[src/pcs_pkg.sv]
package pcs_pkg;

  // ***********************************************************************
  // widths of the counter and its operands
  // ***********************************************************************
  localparam int PC_W        = 15;
  localparam int LOW_W       = 8;
  localparam int HIGH_W      = 7;
  localparam int OPERAND_W   = 11;
  localparam int CALL_OP_W   = 11;
  localparam int BRI_OP_W    = 9;
  localparam int CALL_KEEP_W = PC_W - CALL_OP_W;

  // ***********************************************************************
  // return stack shape
  // ***********************************************************************
  localparam int STACK_DEPTH = 16;
  localparam int STACK_PTR_W = 4;
  localparam int STACK_CNT_W = 5;

  // ***********************************************************************
  // register bus geometry and map
  // ***********************************************************************
  localparam int ADDR_W = 8;
  localparam int DATA_W = 32;
  localparam int STRB_W = 4;

  localparam logic [ADDR_W-1:0] OFF_LOW_BYTE   = 8'h00;
  localparam logic [ADDR_W-1:0] OFF_HIGH_LATCH = 8'h04;
  localparam logic [ADDR_W-1:0] OFF_CONTROL    = 8'h08;
  localparam logic [ADDR_W-1:0] OFF_STATUS     = 8'h0C;

  // field positions
  localparam int CTRL_RUN_BIT   = 0;
  localparam int STAT_DEPTH_LSB = 16;
  localparam int STAT_OVF_BIT   = 24;
  localparam int STAT_UNF_BIT   = 25;
  localparam int STRB_LOW_LANE  = 0;
  localparam int STRB_FLAG_LANE = 3;

  // reset values
  localparam logic [PC_W-1:0]   PC_RESET    = 15'h0000;
  localparam logic [HIGH_W-1:0] LATCH_RESET = 7'h00;
  localparam logic              RUN_RESET   = 1'h1;

  // bus responses
  localparam logic [1:0] RESP_OKAY   = 2'h0;
  localparam logic [1:0] RESP_SLVERR = 2'h2;

  // ***********************************************************************
  // step kinds offered by the core each instruction
  // ***********************************************************************
  typedef enum logic [3:0] {
    STEP_NONE,
    STEP_ADVANCE,
    STEP_WRITE_LOW,
    STEP_ADD_LOW,
    STEP_CALL,
    STEP_CALL_W,
    STEP_BRANCH_W,
    STEP_BRANCH_IMM,
    STEP_RETURN
  } pcs_step_t;

  // counter plus one, wrapping at the full width
  function automatic logic [PC_W-1:0] pc_incr(input logic [PC_W-1:0] pc);
    pc_incr = pc + 15'h0001;
  endfunction : pc_incr

  // upper bits from the latch, low byte from the given value
  function automatic logic [PC_W-1:0] pc_join(input logic [HIGH_W-1:0] high,
                                               input logic [LOW_W-1:0]  low);
    pc_join = {high, low};
  endfunction : pc_join

  // word decode ignoring the two byte-offset bits
  function automatic logic addr_hit(input logic [ADDR_W-1:0] addr,
                                    input logic [ADDR_W-1:0] off);
    addr_hit = (addr[ADDR_W-1:2] == off[ADDR_W-1:2]);
  endfunction : addr_hit

endpackage : pcs_pkg

[src/pcs_loader.sv]
// Decided for this implementation: the register offsets and the AXI4-Lite slave port.
`timescale 1ns/1ps


module pcs_loader (
  input  wire logic                           clk_sys,
  input  wire logic                           reset_n,
  input  wire logic                           clk_en,
  // core step port
  input  wire logic                           step_valid,
  input  wire pcs_pkg::pcs_step_t             step_kind,
  input  wire logic [pcs_pkg::OPERAND_W-1:0]  step_operand,
  input  wire logic [pcs_pkg::LOW_W-1:0]      working_value,
  input  wire logic [pcs_pkg::LOW_W-1:0]      low_write_data,
  input  wire logic                           latch_write_en,
  input  wire logic [pcs_pkg::HIGH_W-1:0]     latch_write_data,
  output logic      [pcs_pkg::PC_W-1:0]       program_counter,
  // register bus
  input  wire logic                           s_axi_awvalid,
  output logic                                s_axi_awready,
  input  wire logic [pcs_pkg::ADDR_W-1:0]     s_axi_awaddr,
  input  wire logic                           s_axi_wvalid,
  output logic                                s_axi_wready,
  input  wire logic [pcs_pkg::DATA_W-1:0]     s_axi_wdata,
  input  wire logic [pcs_pkg::STRB_W-1:0]     s_axi_wstrb,
  output logic                                s_axi_bvalid,
  input  wire logic                           s_axi_bready,
  output logic      [1:0]                     s_axi_bresp,
  input  wire logic                           s_axi_arvalid,
  output logic                                s_axi_arready,
  input  wire logic [pcs_pkg::ADDR_W-1:0]     s_axi_araddr,
  output logic                                s_axi_rvalid,
  input  wire logic                           s_axi_rready,
  output logic      [pcs_pkg::DATA_W-1:0]     s_axi_rdata,
  output logic      [1:0]                     s_axi_rresp
);

  // ***********************************************************************
  // declarations
  // ***********************************************************************
  logic [pcs_pkg::HIGH_W-1:0]      counter_high_latch;
  logic                            run_enable;
  logic                            stack_ovf_flag;
  logic                            stack_unf_flag;

  logic [pcs_pkg::ADDR_W-1:0]      wr_addr;
  logic [pcs_pkg::DATA_W-1:0]      wr_data;
  logic [pcs_pkg::STRB_W-1:0]      wr_strb;

  logic                            core_step;
  logic                            core_busy;
  logic                            aw_take;
  logic                            w_take;
  logic                            wr_commit;
  logic                            b_done;
  logic                            ar_take;
  logic                            r_done;

  logic                            hit_low_w;
  logic                            hit_latch_w;
  logic                            hit_ctrl_w;
  logic                            hit_stat_w;
  logic                            wr_mapped;
  logic                            low_lane;
  logic                            flag_lane;
  logic                            sw_low_load;
  logic                            sw_latch_load;
  logic                            sw_ctrl_load;
  logic                            sw_flag_clear;

  logic                            hit_low_r;
  logic                            hit_latch_r;
  logic                            hit_ctrl_r;
  logic                            hit_stat_r;
  logic                            rd_mapped;
  logic [pcs_pkg::DATA_W-1:0]      status_word;
  logic [pcs_pkg::DATA_W-1:0]      read_word;

  pcs_pkg::pcs_step_t              eff_kind;
  logic [pcs_pkg::LOW_W-1:0]       eff_low;
  logic [pcs_pkg::PC_W-1:0]        next_pc;
  logic [pcs_pkg::PC_W-1:0]        return_addr;
  logic [pcs_pkg::PC_W-1:0]        stack_top;
  logic [pcs_pkg::STACK_CNT_W-1:0] stack_depth;
  logic                            stack_push;
  logic                            stack_pop;
  logic                            ovf_event;
  logic                            unf_event;
  logic                            next_ovf_flag;
  logic                            next_unf_flag;

  // ***********************************************************************
  // step arbitration
  // ***********************************************************************
  // the core owns the counter; a bus write waits while the core is busy so
  // no instruction step is ever dropped in favour of a software write
  assign core_step = step_valid && run_enable && (step_kind != pcs_pkg::STEP_NONE);
  assign core_busy = core_step || latch_write_en;

  // a software low-byte write is fed through the same path as a core write
  assign eff_kind = core_step   ? step_kind :
                    sw_low_load ? pcs_pkg::STEP_WRITE_LOW : pcs_pkg::STEP_NONE;
  assign eff_low  = core_step ? low_write_data : wr_data[pcs_pkg::LOW_W-1:0];

  // ***********************************************************************
  // target selection and return stack
  // ***********************************************************************
  pcs_target_calc u_calc (
    .pc          (program_counter),
    .latch       (counter_high_latch),
    .kind        (eff_kind),
    .operand     (step_operand),
    .working     (working_value),
    .low_data    (eff_low),
    .stack_top   (stack_top),
    .next_pc     (next_pc),
    .return_addr (return_addr),
    .push        (stack_push),
    .pop         (stack_pop)
  );

  pcs_return_stack u_stack (
    .clk_sys   (clk_sys),
    .reset_n   (reset_n),
    .clk_en    (clk_en),
    .push      (stack_push),
    .pop       (stack_pop),
    .push_data (return_addr),
    .top_data  (stack_top),
    .depth     (stack_depth),
    .overflow  (ovf_event),
    .underflow (unf_event)
  );

  // ***********************************************************************
  // program counter
  // ***********************************************************************
  // counter register
  always_ff @(posedge clk_sys or negedge reset_n) begin
    if (!reset_n) begin
      program_counter <= pcs_pkg::PC_RESET;
    end else if (clk_en) begin
      program_counter <= next_pc;
    end
  end

  // latch register; core write has priority over the bus
  always_ff @(posedge clk_sys or negedge reset_n) begin
    if (!reset_n) begin
      counter_high_latch <= pcs_pkg::LATCH_RESET;
    end else if (clk_en && latch_write_en) begin
      counter_high_latch <= latch_write_data;
    end else if (clk_en && sw_latch_load) begin
      counter_high_latch <= wr_data[pcs_pkg::HIGH_W-1:0];
    end
  end

  // ***********************************************************************
  // control and sticky stack flags
  // ***********************************************************************
  // a stack event in the clearing cycle wins, so none is lost
  assign next_ovf_flag = ovf_event ||
                         (stack_ovf_flag && !(sw_flag_clear && wr_data[pcs_pkg::STAT_OVF_BIT]));
  assign next_unf_flag = unf_event ||
                         (stack_unf_flag && !(sw_flag_clear && wr_data[pcs_pkg::STAT_UNF_BIT]));

  always_ff @(posedge clk_sys or negedge reset_n) begin
    if (!reset_n) begin
      run_enable     <= pcs_pkg::RUN_RESET;
      stack_ovf_flag <= 1'b0;
      stack_unf_flag <= 1'b0;
    end else if (clk_en) begin
      run_enable     <= sw_ctrl_load ? wr_data[pcs_pkg::CTRL_RUN_BIT] : run_enable;
      stack_ovf_flag <= next_ovf_flag;
      stack_unf_flag <= next_unf_flag;
    end
  end

  // ***********************************************************************
  // bus write channel
  // ***********************************************************************
  // address and data are held independently; commit once both are held
  assign aw_take   = s_axi_awvalid && s_axi_awready;
  assign w_take    = s_axi_wvalid && s_axi_wready;
  assign wr_commit = !s_axi_awready && !s_axi_wready && !s_axi_bvalid && !core_busy;
  assign b_done    = s_axi_bvalid && s_axi_bready;

  assign hit_low_w   = pcs_pkg::addr_hit(wr_addr, pcs_pkg::OFF_LOW_BYTE);
  assign hit_latch_w = pcs_pkg::addr_hit(wr_addr, pcs_pkg::OFF_HIGH_LATCH);
  assign hit_ctrl_w  = pcs_pkg::addr_hit(wr_addr, pcs_pkg::OFF_CONTROL);
  assign hit_stat_w  = pcs_pkg::addr_hit(wr_addr, pcs_pkg::OFF_STATUS);
  assign wr_mapped   = hit_low_w || hit_latch_w || hit_ctrl_w || hit_stat_w;
  assign low_lane    = wr_strb[pcs_pkg::STRB_LOW_LANE];
  assign flag_lane   = wr_strb[pcs_pkg::STRB_FLAG_LANE];

  // effects only happen on the lanes that hold the field
  assign sw_low_load   = wr_commit && hit_low_w && low_lane;
  assign sw_latch_load = wr_commit && hit_latch_w && low_lane;
  assign sw_ctrl_load  = wr_commit && hit_ctrl_w && low_lane;
  assign sw_flag_clear = wr_commit && hit_stat_w && flag_lane;

  always_ff @(posedge clk_sys or negedge reset_n) begin
    if (!reset_n) begin
      wr_addr <= 8'h00;
      wr_data <= 32'h00000000;
      wr_strb <= 4'h0;
    end else if (clk_en) begin
      wr_addr <= aw_take ? s_axi_awaddr : wr_addr;
      wr_data <= w_take ? s_axi_wdata : wr_data;
      wr_strb <= w_take ? s_axi_wstrb : wr_strb;
    end
  end

  // readies drop on capture and return after the response is taken
  always_ff @(posedge clk_sys or negedge reset_n) begin
    if (!reset_n) begin
      s_axi_awready <= 1'b1;
      s_axi_wready  <= 1'b1;
      s_axi_bvalid  <= 1'b0;
      s_axi_bresp   <= pcs_pkg::RESP_OKAY;
    end else if (clk_en) begin
      s_axi_awready <= b_done ? 1'b1 : (s_axi_awready && !aw_take);
      s_axi_wready  <= b_done ? 1'b1 : (s_axi_wready && !w_take);
      s_axi_bvalid  <= wr_commit ? 1'b1 : (s_axi_bvalid && !b_done);
      s_axi_bresp   <= wr_commit ? (wr_mapped ? pcs_pkg::RESP_OKAY : pcs_pkg::RESP_SLVERR)
                                 : s_axi_bresp;
    end
  end

  // ***********************************************************************
  // bus read channel
  // ***********************************************************************
  assign ar_take = s_axi_arvalid && s_axi_arready;
  assign r_done  = s_axi_rvalid && s_axi_rready;

  assign hit_low_r   = pcs_pkg::addr_hit(s_axi_araddr, pcs_pkg::OFF_LOW_BYTE);
  assign hit_latch_r = pcs_pkg::addr_hit(s_axi_araddr, pcs_pkg::OFF_HIGH_LATCH);
  assign hit_ctrl_r  = pcs_pkg::addr_hit(s_axi_araddr, pcs_pkg::OFF_CONTROL);
  assign hit_stat_r  = pcs_pkg::addr_hit(s_axi_araddr, pcs_pkg::OFF_STATUS);
  assign rd_mapped   = hit_low_r || hit_latch_r || hit_ctrl_r || hit_stat_r;

  // upper bits hidden: status carries only stack state, no counter bits
  assign status_word = {6'h00, stack_unf_flag, stack_ovf_flag, 3'h0, stack_depth,
                        16'h0000};

  // unused bits read as zero; the upper counter bits never appear here
  assign read_word = hit_low_r   ? {24'h000000, program_counter[pcs_pkg::LOW_W-1:0]} :
                     hit_latch_r ? {25'h0000000, counter_high_latch} :
                     hit_ctrl_r  ? {31'h00000000, run_enable} :
                     hit_stat_r  ? status_word : 32'h00000000;

  always_ff @(posedge clk_sys or negedge reset_n) begin
    if (!reset_n) begin
      s_axi_arready <= 1'b1;
      s_axi_rvalid  <= 1'b0;
      s_axi_rdata   <= 32'h00000000;
      s_axi_rresp   <= pcs_pkg::RESP_OKAY;
    end else if (clk_en) begin
      s_axi_arready <= r_done ? 1'b1 : (s_axi_arready && !ar_take);
      s_axi_rvalid  <= ar_take ? 1'b1 : (s_axi_rvalid && !r_done);
      s_axi_rdata   <= ar_take ? read_word : s_axi_rdata;
      s_axi_rresp   <= ar_take ? (rd_mapped ? pcs_pkg::RESP_OKAY : pcs_pkg::RESP_SLVERR)
                               : s_axi_rresp;
    end
  end

endmodule : pcs_loader

[src/pcs_target_calc.sv]
`timescale 1ns/1ps

module pcs_target_calc (
  input  wire logic [pcs_pkg::PC_W-1:0]      pc,
  input  wire logic [pcs_pkg::HIGH_W-1:0]    latch,
  input  wire pcs_pkg::pcs_step_t            kind,
  input  wire logic [pcs_pkg::OPERAND_W-1:0] operand,
  input  wire logic [pcs_pkg::LOW_W-1:0]     working,
  input  wire logic [pcs_pkg::LOW_W-1:0]     low_data,
  input  wire logic [pcs_pkg::PC_W-1:0]      stack_top,
  output logic      [pcs_pkg::PC_W-1:0]      next_pc,
  output logic      [pcs_pkg::PC_W-1:0]      return_addr,
  output logic                               push,
  output logic                               pop
);

  logic [pcs_pkg::PC_W-1:0]  inc;
  logic [pcs_pkg::LOW_W-1:0] add_low;
  logic [pcs_pkg::PC_W-1:0]  t_write;
  logic [pcs_pkg::PC_W-1:0]  t_add;
  logic [pcs_pkg::PC_W-1:0]  t_call;
  logic [pcs_pkg::PC_W-1:0]  t_call_via_working_register;
  logic [pcs_pkg::PC_W-1:0]  t_brw;
  logic [pcs_pkg::PC_W-1:0]  t_bri;

  // ***********************************************************************
  // candidate targets
  // ***********************************************************************
  assign inc = pcs_pkg::pc_incr(pc);
  assign t_write = pcs_pkg::pc_join(latch, low_data);
  // no carry out: the byte sum is cut, so tables wrap inside their block
  assign add_low = inc[pcs_pkg::LOW_W-1:0] + working;
  assign t_add   = pcs_pkg::pc_join(latch, add_low);
  assign t_call  = {latch[pcs_pkg::HIGH_W-1:pcs_pkg::HIGH_W-pcs_pkg::CALL_KEEP_W],
                    operand[pcs_pkg::CALL_OP_W-1:0]};
  assign t_call_via_working_register = pcs_pkg::pc_join(latch, working);
  assign t_brw   = inc + {7'h00, working};
  assign t_bri   = inc + pcs_pkg::PC_W'(signed'(operand[pcs_pkg::BRI_OP_W-1:0]));

  assign return_addr = inc;

  // select by step kind; calls also push the return address
  always_comb begin
    next_pc = pc;
    push    = 1'b0;
    pop     = 1'b0;
    unique case (kind)
      pcs_pkg::STEP_NONE:       next_pc = pc;
      pcs_pkg::STEP_ADVANCE:    next_pc = inc;
      pcs_pkg::STEP_WRITE_LOW:  next_pc = t_write;
      pcs_pkg::STEP_ADD_LOW:    next_pc = t_add;
      pcs_pkg::STEP_CALL: begin
        next_pc = t_call;
        push    = 1'b1;
      end
      pcs_pkg::STEP_CALL_W: begin
        next_pc = t_call_via_working_register;
        push    = 1'b1;
      end
      pcs_pkg::STEP_BRANCH_W:   next_pc = t_brw;
      pcs_pkg::STEP_BRANCH_IMM: next_pc = t_bri;
      pcs_pkg::STEP_RETURN: begin
        next_pc = stack_top;
        pop     = 1'b1;
      end
      default:                  next_pc = pc;
    endcase
  end

endmodule : pcs_target_calc

[src/pcs_return_stack.sv]
`timescale 1ns/1ps

module pcs_return_stack (
  input  wire logic                           clk_sys,
  input  wire logic                           reset_n,
  input  wire logic                           clk_en,
  input  wire logic                           push,
  input  wire logic                           pop,
  input  wire logic [pcs_pkg::PC_W-1:0]       push_data,
  output logic      [pcs_pkg::PC_W-1:0]       top_data,
  output logic      [pcs_pkg::STACK_CNT_W-1:0] depth,
  output logic                                overflow,
  output logic                                underflow
);

  logic [pcs_pkg::PC_W-1:0]        mem [pcs_pkg::STACK_DEPTH];
  logic [pcs_pkg::STACK_PTR_W-1:0] ptr;
  logic [pcs_pkg::STACK_PTR_W-1:0] top_ptr;
  logic                            full;
  logic                            empty;

  // ***********************************************************************
  // pointer and fill level
  // ***********************************************************************
  assign top_ptr   = ptr - 4'h1;
  assign top_data  = mem[top_ptr];
  assign full      = (depth == 5'h10);
  assign empty     = (depth == 5'h00);
  // pushing when full overwrites the oldest entry; the event is reported
  assign overflow  = push && full;
  assign underflow = pop && empty;

  // pointer wraps; depth saturates so software sees the true fill
  always_ff @(posedge clk_sys or negedge reset_n) begin
    if (!reset_n) begin
      ptr   <= 4'h0;
      depth <= 5'h00;
    end else if (clk_en && push) begin
      ptr   <= ptr + 4'h1;
      depth <= full ? depth : depth + 5'h01;
    end else if (clk_en && pop) begin
      ptr   <= top_ptr;
      depth <= empty ? depth : depth - 5'h01;
    end
  end

  // entries are data only, so they carry no reset
  always_ff @(posedge clk_sys) begin
    if (clk_en && push) begin
      mem[ptr] <= push_data;
    end
  end

endmodule : pcs_return_stack

[config.mk]
export PLATFORM = sky130hd
export DESIGN_NAME = pcs_loader
export DESIGN_NICKNAME = d
export VERILOG_FILES = /design/src/pcs_pkg.sv /design/src/pcs_loader.sv /design/src/pcs_target_calc.sv /design/src/pcs_return_stack.sv
export SDC_FILE = /design/constraint.sdc
export NUM_CORES = 1
export LEC_CHECK = 0
export BUFFER_PORTS_ARGS = -buffer_cell sky130_fd_sc_hd__buf_4
export CORE_MARGIN = 4
export CORE_UTILIZATION = 48
export DETAILED_ROUTE_END_ITERATION = 10
export PLACE_DENSITY = 0.69
export SETUP_SLACK_MARGIN = 0.2
export SYNTH_ARGS = -nofsm -noshare
export SYNTH_HDL_FRONTEND = slang
export SYNTH_SLANG_ARGS = --single-unit
[constraint.sdc]
create_clock -name clk_sys -period 3.75 [get_ports clk_sys]
set_clock_uncertainty 0.05 [all_clocks]
set_input_delay 0.1875 -clock clk_sys [delete_from_list [all_inputs] [get_ports clk_sys]]
set_output_delay 0.1875 -clock clk_sys [all_outputs]
set_load 0.05 [all_outputs]
After elaboration in Yosys (flattened, before gate mapping)

Memories as Yosys holds them, arrays and structs flattened.
Index checks and enable logic that the tools add are counted.

RAM bits: 240
Flip-flop bits (word level): 113
Output and inout port bits: 56
Memories: 1
Logic and storage cells: 139
Bits of input ports: 100

Reduce and logical (&&, ||, !) cells: 68
Equality and inequality tests: 17
Multiplexer cells: 27
$add $sub $neg: 8

Memories:

| memory      | depth | bits a word | read ports | clocked after memory_dff | write ports | RTL line               | source |
|---|---|---|---|---|---|---|---|
| u_stack.mem | 16    | 15          | 1          | 0                        | 1           | pcs_return_stack.sv:16 | `logic [pcs_pkg::PC_W-1:0] mem [pcs_pkg::STACK_DEPTH];` |

Operators by type and width:

| kind                  | number |
|---|---|
| $pmux 15 s8           | 1 |
| $mux 26               | 4 |
| $logic_and 1x1->1     | 33 |
| $eq 6x2->1 const B    | 4 |
| $mux 5                | 4 |
| $eq 4x3->1 const B    | 4 |
| $add 15x1->15 const B | 1 |
| $add 15x15->15        | 1 |
| $add 15x8->15         | 1 |
| $mux 7                | 2 |
| $eq 6x1->1 const B    | 2 |
| $logic_not 6->1       | 2 |
| $mux 4                | 3 |
| $reduce_and 2->1      | 6 |
| $logic_not 1->1       | 11 |
| $logic_or 1x1->1      | 9 |
| $mux 1                | 9 |
| $add 8x8->8           | 1 |
| $eq 4x2->1 const B    | 2 |
| $mux 8                | 1 |
| $reduce_bool 8->1     | 1 |
| $mux 2                | 3 |
| $add 5x1->5 const B   | 1 |
| $eq 5x5->1 const B    | 1 |
| 11 further kinds      | 13 |

Longest topological paths before layout

Gate-level depths: netlist of the first run.

Depth after elaboration: 15
Gate-level depth with buffers: 18
Gate-level depth less buffers: 17

Hierarchy

A second synthesis of the first run with hierarchy kept.

Cells, all modules: 1077
Area, all modules: 15418.5 um^2

Modules (own cells, without submodules):

| module           | cells an instance | times used | area an instance (um^2) |
|---|---|---|---|
| pcs_return_stack | 474               | 1          | 10047.1 |
| pcs_loader       | 242               | 1          | 3037.9 |
| pcs_target_calc  | 361               | 1          | 2333.5 |

Worst setup path before layout of the first run

OpenSTA, ideal clock, no wires.

Kind: register to register
Start: register s_axi_bvalid
End: register program_counter[13] in the netlist's numbering
Slack: -0.505 ns
Data arrival time: 4.062 ns
Stages on the path, launching flop included: 15
Data required time: 3.556 ns
Path buffers: 0
Path through: dfrtp_1 > nor4_1 > o21ai_1 > o31ai_4 > nand3_2 > nor2_2 > mux2_2 > ha_1 > or4_1 > o22ai_1 > o21ai_0 > a31oi_1 > mux2_1 > o21ai_1 > a211oi_1

Cells in the longest elaborated chain, start to end: 10
Elaborated cells on any way between the ends: 18
Those cells by class: 8 x eq/ne; 3 x mux; 7 x reduce/logical

RTL lines:

| what                                     | RTL line              | source |
|---|---|---|
| from (decl)                              | pcs_loader.sv:26      | `output logic s_axi_bvalid,` |
| from (signal assigned)                   | pcs_loader.sv:224     | `s_axi_bvalid <= wr_commit ? 1'b1 : (s_axi_bvalid && !b_done);` |
| $logic_not 1->1 *                        | pcs_loader.sv:185     | `assign wr_commit = !s_axi_awready && !s_axi_wready && !s_axi_bvalid && !core_busy;` |
| $logic_and 1x1->1 * (2 in a row)         | pcs_loader.sv:185     |  |
| $logic_and 1x1->1 * (2 in a row)         | pcs_loader.sv:197     | `assign sw_low_load = wr_commit && hit_low_w && low_lane;` |
| $mux 2 *                                 | pcs_loader.sv:102     | `sw_low_load ? pcs_pkg::STEP_WRITE_LOW : pcs_pkg::STEP_NONE;` |
| $mux 4 *                                 | pcs_loader.sv:101     | `assign eff_kind = core_step ? step_kind :` |
| $eq 4x1->1, or another cell as far along | pcs_target_calc.sv:47 | `unique case (kind)` |
| $reduce_bool 8->1 (no line)              | n/a                   |  |
| $reduce_and 2->1 (no line)               | n/a                   |  |
| to (signal assigned)                     | pcs_loader.sv:141     | `program_counter <= pcs_pkg::PC_RESET;` |
| to (signal assigned)                     | pcs_loader.sv:143     | `program_counter <= next_pc;` |
| to (decl)                                | pcs_loader.sv:17      | `output logic [pcs_pkg::PC_W-1:0] program_counter,` |

Every way passes the cells marked *; elsewhere a longest branch is shown, timed or not.
A chain may end at the register's enable or synchronous reset.

Worst setup path after layout of the first run

Start: register wr_addr[5] in the netlist's numbering
End: register program_counter[13] in the netlist's numbering

Cells in the longest elaborated chain, start to end: 8
Elaborated cells on any way between the ends: 16
Those cells by class: 8 x eq/ne; 3 x mux; 5 x reduce/logical

RTL lines:

| what                                     | RTL line              | source |
|---|---|---|
| from (decl)                              | pcs_loader.sv:46      | `logic [pcs_pkg::ADDR_W-1:0] wr_addr;` |
| from (signal assigned)                   | pcs_loader.sv:208     | `wr_addr <= aw_take ? s_axi_awaddr : wr_addr;` |
| $logic_not 6->1 *                        | pcs_pkg.sv:79         | `addr_hit = (addr[ADDR_W-1:2] == off[ADDR_W-1:2]);` |
| $logic_and 1x1->1 * (2 in a row)         | pcs_loader.sv:197     |  |
| $mux 2 *                                 | pcs_loader.sv:102     |  |
| $mux 4 *                                 | pcs_loader.sv:101     |  |
| $eq 4x1->1, or another cell as far along | pcs_target_calc.sv:47 |  |
| $reduce_bool 8->1 (no line)              | n/a                   |  |
| $reduce_and 2->1 (no line)               | n/a                   |  |

Marks and branches as above.

==> impl_metrics.tcl, run 1 <==
set metrics [dict create \
    path_buf_inv 1 \
    io_buffer_count 108 \
    die-width_um 184 \
    drc 0 \
    wl_per_cell_um 23.6 \
    leakage_nw 7.02 \
    min_to "counter_high_latch[5]" \
    drive_above_1_share_pct 33.7 \
    slowest_delay_ns 0.54 \
    clock_latency_ns 0.52 \
    cap_violations 0 \
    hold_start "latch_write_data[5]" \
    synth-main-ff-cell "edfxtp_1" \
    path_cells "nor4_4 > nand3b_1 > o31ai_4 > nand3_2 > nor2_4 > buf_12 > mux2_4 > ha_4 > or4_4 > o22ai_4 > o21ai_2 > a31oi_2 > mux2_4 > o21ai_2 > a211oi_1" \
    grt_pass1_wl_um 58900 \
    syn_area_um2 14900 \
    final_cell_count_no_fill 1656 \
    synth_edf_count 240 \
    placedCellCount 1559 \
    setup_violations 1 \
    timing.rr.start "wr_addr[5]" \
    post-route-period-util_pct 100 \
    hold_ws_ns 0.0484 \
    syn_inst 1005 \
    place_hpwl_um 26700 \
    avgViaCountPerCell 5.92 \
    initial_utilization_pct 48.6 \
    drtAntennaViolNets 0 \
    grt_usage_pct 22.8 \
    status "finished with violations" \
    crit_path_start_kind "flop" \
    clock-sinks 314 \
    h-tree-depth 2 \
    worst_pin_slew_ns 0.977 \
    gp_congestion 0.966 \
    drt_iter0_drc 976 \
    cts-buffers-inserted 34 \
    violations "negative setup slack" \
    die_h_um 184 \
    crit_slowest_cell "or4_4" \
    grt.overflow.total 0 \
    route.vias.total 9802 \
    cts_tree "yes" \
    rr_worst_depth 15 \
    required_ns 4.10 \
    dpl_worst_slack_ns -0.214 \
    core_area_um2 30600 \
    synth_area_per_cell_um2 14.8 \
    dr.pass1.iters 5 \
    powerDensity_nw_per_um2 581 \
    placed_cell_area_um2 16800 \
    r2r-end "program_counter[13]" \
    final-hold-violation-count 0 \
    crit_family "simple AND/OR/NAND/NOR gates" \
    r2r_setup_slack_ns -0.01 \
    fin_nets 1371 \
    antenna_cells 0 \
    slew_headroom_pct 34.8 \
    row_count 64 \
    die-area_um2 33800 \
    layout_setup_ws_ns -0.0133 \
    clockRootBuffer "clkbuf_16" \
    irDropWorstVdd_mv 0.278 \
    yosysSeqAreaShare_pct 61.0 \
    clk_pin_slew_ns 0.06 \
    path_max_fanout 5 \
    whs_path_depth 3 \
    hold_class "input pin to flop" \
    endpoint_kind "flop" \
    synthArstFlopShare_pct 23.6 \
    antenna_found_initial 0 \
    worstSetupPathType "flop to flop" \
    finalMaxSlewViolations 0 \
    synth.distinct_cells 85 \
    grt_max_degree 75 \
    postLayoutCellArea_um2 18300 \
    cts.path.max_buffers 3 \
    fmax_ghz 0.266 \
    syn2layout_area_growth_pct 23.4 \
    grt_pass1_vias 9850 \
    synth-warning-count 0 \
    period_minus_slack_ns 3.76 \
    grt_setup_unrepaired "true" \
    wirelength_um 39000 \
    cp.arrival_ns 4.11 \
    io_pins 156 \
    yosys_register_bits 314 \
]
report_power, final:
| part | leakage (nW) | total (W) | internal [W] | switching (W) |
|---|---|---|---|---|
| clock network | 0.497 | 0.00314 | 0.00185 | 0.00129 |
| logic | 3.30 | 0.00318 | 0.00137 | 0.00181 |
| registers | 3.22 | 0.00435 | 0.00413 | 0.000216 |
registers in the layout (all words and copies together) (netlist names), 2 cells and up:
signal,count
wr_data,10
s_axi_rdata,15
u_stack.mem,240
counter_high_latch,7
wr_addr,6
u_stack.ptr,4
program_counter,15
wr_strb,2
u_stack.depth,5
worst max-delay path by stage:
stage	from	endpoint	slack [ns]	depth (start not counted)
2_1_floorplan	wr_addr[6]	program_counter[13]	-0.14	14
3_3_place_gp	wr_addr[6]	program_counter[13]	-0.15	15
3_5_place_dp	wr_addr[6]	program_counter[13]	-0.21	15
4_1_cts	wr_addr[5]	program_counter[13]	0.003	15
5_1_grt	wr_addr[5]	program_counter[13]	-0.17	16
6_report	wr_addr[5]	program_counter[13]	-0.01	15
repair_timing:
action	in CTS	in global routing
setup endpoints to repair	11	13
gates resized for setup	20	13
hold buffers	31	0
setup buffers	7	3
pin swaps	25	11
endpoints found under the hold margin	100	0
cell type report:
| type | instances | area (µm²) |
|---|---|---|
| inverter | 18 | 70.1 |
| sequential | 314 | 9070 |
| timing repair buffer | 246 | 1970 |
| fill | 2293 | 12200 |
| multi-input combinational | 626 | 5710 |
| clock inverter | 11 | 110 |
| tap | 396 | 495 |
| clock buffer | 45 | 913 |
kinds of logic after synthesis:
group | Yosys count | synth area share (%)
AO/OA/AOI/OAI | 196 | 9.12
XOR/XNOR | 38 | 2.52
adder cells (fa/ha/maj) | 33 | 2.90
buffers and inverters | 83 | 3.02
flip-flops | 314 | 61.0
multiplexers | 131 | 14.2
other | 1 | 0.0252
AND/OR/NAND/NOR | 209 | 7.28
synthesized netlist by cell type, types with 8 or more instances:
master	count	area, µm²
buf_2	21	105
xnor2_1	25	219
buf_4	23	173
dfrtp_1	70	1750
edfxtp_1	240	7210
o21ai_1	11	55.1
inv_1	17	63.8
nor2b_1	17	106
clkbuf_1	13	48.8
nand3_1	18	90.1
nand2_1	60	225
nor3_1	12	60.1
ha_1	28	350
xor2_1	9	78.8
mux2_2	34	383
a21oi_1	46	230
nand4_1	9	56.3
mux4_2	60	1350
a211oi_1	24	180
mux2i_1	36	360
o22ai_1	8	50.1
o21ai_0	28	140
nor2_1	47	176
worst reg2reg max path, cell delays in order, from the launching register on:
cell      delay, ns
dfrtp_1        0.40
nor4_4         0.30
nand3b_1       0.20
o31ai_4        0.24
nand3_2        0.13
nor2_4         0.20
buf_12         0.15
mux2_4         0.31
ha_4           0.16
or4_4          0.54
o22ai_4        0.14
o21ai_2        0.10
a31oi_2        0.20
mux2_4         0.33
o21ai_2        0.11
a211oi_1       0.09
stage by stage:
stage,util [%],setup TNS (ns),total power (W)
6_report,60.0,-0.0133,0.0107
5_1_grt,60.0,-0.782,0.0111
4_1_cts,59.7,0,0.0107
3_5_place_dp,54.8,-0.528,0.00744
3_3_place_gp,54.8,-0.262,0.00740
2_1_floorplan,-,-0.351,0.00633
layout by cell type, fill, tap and decap left out, drive strengths merged, types with 22 or more instances in the layout:
cell type,count
edfxtp,240
buf,215
o21ai,39
mux2i,36
dfrtp,70
a21oi,48
nand2,61
a211oi,24
mux4,60
mux2,35
xnor2,26
nor2,50
nand3,22
clkbuf,45
dlygate4sd3,31
ha,28
layer usage:
metal / track usage (%) / routed length, µm / up-vias
met5: 0 / 0 / -
met4: 8.07 / 1320 / 0
met3: 4.14 / 2880 / 81
met2: 35.2 / 17800 / 428
met1: 33.0 / 17000 / 4926
li1: - / - / 4367
(Power assumes the default switching activity.)
==> run 2: changes to the inputs <==
--- a/config.mk
+++ b/config.mk
@@ -7,10 +7,11 @@
 export LEC_CHECK = 0
 export BUFFER_PORTS_ARGS = -buffer_cell sky130_fd_sc_hd__buf_4
 export CORE_MARGIN = 4
-export CORE_UTILIZATION = 48
+export CORE_UTILIZATION = 35
 export DETAILED_ROUTE_END_ITERATION = 10
-export PLACE_DENSITY = 0.69
+export PLACE_DENSITY = 0.53
 export SETUP_SLACK_MARGIN = 0.2
+export SKIP_CTS_REPAIR_TIMING = 1
 export SYNTH_ARGS = -nofsm -noshare
 export SYNTH_HDL_FRONTEND = slang
 export SYNTH_SLANG_ARGS = --single-unit
==> impl_metrics.tcl, run 2 (synthesis results as in run 1) <==
set metrics [dict create \
    min_to "counter_high_latch[6]" \
    die_h_um 214 \
    status "finished with violations" \
    wirelength_um 40600 \
    clock-sinks 314 \
    grt_pass1_wl_um 61000 \
    clock_latency_ns 0.52 \
    crit_path_start_kind "flop" \
    fmax_ghz 0.266 \
    leakage_nw 7.01 \
    place_hpwl_um 27400 \
    io_pins 156 \
    grt_usage_pct 17.3 \
    final-hold-violation-count 1 \
    drtAntennaViolNets 0 \
    p_total_w 0.0108 \
    path_max_fanout 8 \
    cp.arrival_ns 4.09 \
    slew_headroom_pct 32.8 \
    initial_utilization_pct 35.4 \
    gp_congestion 0.893 \
    cts_tree "yes" \
    layout_setup_ws_ns -0.00381 \
    setup_violations 1 \
    antenna_found_initial 0 \
    h-tree-depth 2 \
    dr.pass1.iters 5 \
    grt.overflow.total 0 \
    violations "negative hold slack, negative setup slack" \
    die-area_um2 45800 \
    clockRootBuffer "clkbuf_16" \
    hold_start "latch_write_data[6]" \
    r2r-end "program_counter[13]" \
    r2r_setup_slack_ns -0.004 \
    grt_pass1_vias 9483 \
    grt_max_degree 75 \
    drt_iter0_drc 682 \
    row_count 75 \
    cap_violations 0 \
    grt_setup_unrepaired "true" \
    die-width_um 214 \
    required_ns 4.09 \
    post-route-period-util_pct 100 \
    irDropWorstVdd_mv 0.281 \
    clk_pin_slew_ns 0.06 \
    max_flop_register "u_stack.mem" \
    io_buffer_count 108 \
    reg_top3 "u_stack.mem x240, program_counter x15, s_axi_rdata x15" \
    hold_class "input pin to flop" \
    final_common_cell "edfxtp_1" \
    period_minus_slack_ns 3.75 \
    timing.rr.start "wr_addr[5]" \
    wl_per_cell_um 22.6 \
    n_fill_cell 3730 \
    worstSetupPathType "flop to flop" \
    largest_register_ffs 240 \
    fin_nets 1362 \
    syn2layout_area_growth_pct 24.6 \
    drc 0 \
    worst_pin_slew_ns 1.01 \
    finalSetupTns_ns -0.00381 \
    whs_path_depth 3 \
    core_area_um2 41900 \
    powerDensity_nw_per_um2 580 \
    hold_ws_ns -0.0367 \
    drive_above_1_share_pct 33.5 \
    regArea_um2 9070 \
    route.vias.total 9434 \
    mostFrequentLayoutCells "240 x edfxtp_1, 194 x buf_4, 68 x dfrtp_1, 60 x mux4_2, 58 x nand2_1" \
    multi_input_area_um2 5700 \
    finalMaxSlewViolations 0 \
    cts.path.max_buffers 3 \
    avgViaCountPerCell 5.27 \
    endpoint_kind "flop" \
    cts-buffers-inserted 35 \
    rr_worst_depth 15 \
    antenna_cells 0 \
]
[run 2: cell count changes in the layout (fill, tap and decap cells not counted), sizes merged]
cell      previous run  this run
buf                215       205
clkinvlp             0         2
[run 2: worst max-delay path by stage]
stage                                      to  slack, ns  startpoint
after floorplan           program_counter[13]      -0.14  wr_addr[6]
after global routing      program_counter[13]      -0.18  wr_addr[5]
after global placement     program_counter[6]      -0.19  wr_addr[6]
after detailed placement   program_counter[6]      -0.21  wr_addr[6]
final                     program_counter[13]     -0.004  wr_addr[5]
after CTS                  program_counter[6]      -0.25  wr_addr[6]
[run 2: area by class of cell]
| type | count | share of cell area (%) |
|---|---|---|
| multi-input cells | 626 | 30.8 |
| clock inverters | 13 | 0.723 |
| inverters | 18 | 0.392 |
| well taps | 539 | 3.64 |
| flip-flops and latches | 314 | 49.0 |
| repair buffers | 236 | 10.4 |
| clock buffers | 45 | 5.04 |
[run 2: per-layer routing]
layer | up-vias | share of wire (%) | track usage, %
met4 | 0 | 3.4 | 6.22
met5 | - | 0 | 0
met3 | 73 | 4.2 | 2.76
met1 | 4763 | 45 | 23.8
li1 | 4357 | - | -
met2 | 241 | 47 | 28.0
[run 2: metrics by stage]
stage                     hold slack, ns  utilization, %  cells  setup slack (ns)  area (µm²)
final                            -0.0367            44.2   1791          -0.00381       18500
after global routing              0.0172            44.2   1791            -0.180       18500
after CTS                         -0.175            42.9   1754            -0.251       18000
after detailed placement           0.374            40.4   1696            -0.214       16900
after global placement             0.371            40.4   1696            -0.190       16900
after floorplan                   -0.158               -   1023            -0.141       15000
[run 2: where the power goes]
| part | internal, W | total [W] | switching [W] |
|---|---|---|---|
| combinational | 0.00136 | 0.00314 | 0.00178 |
| clock | 0.00190 | 0.00326 | 0.00136 |
| sequential | 0.00413 | 0.00436 | 0.000223 |
[run 2: critical path, stage by stage, from the launching register on]
cell and delay, ns:
dfrtp_1 0.41, nor4_4 0.30, nand3b_1 0.18, o31ai_4 0.25, nand3_2 0.14, nor2_4 0.14
buf_12 0.14, mux2_4 0.31, ha_4 0.16, or4_4 0.54, o22ai_4 0.17, o21ai_2 0.09
a31oi_2 0.21, mux2_4 0.33, o21ai_2 0.11, a211oi_1 0.08
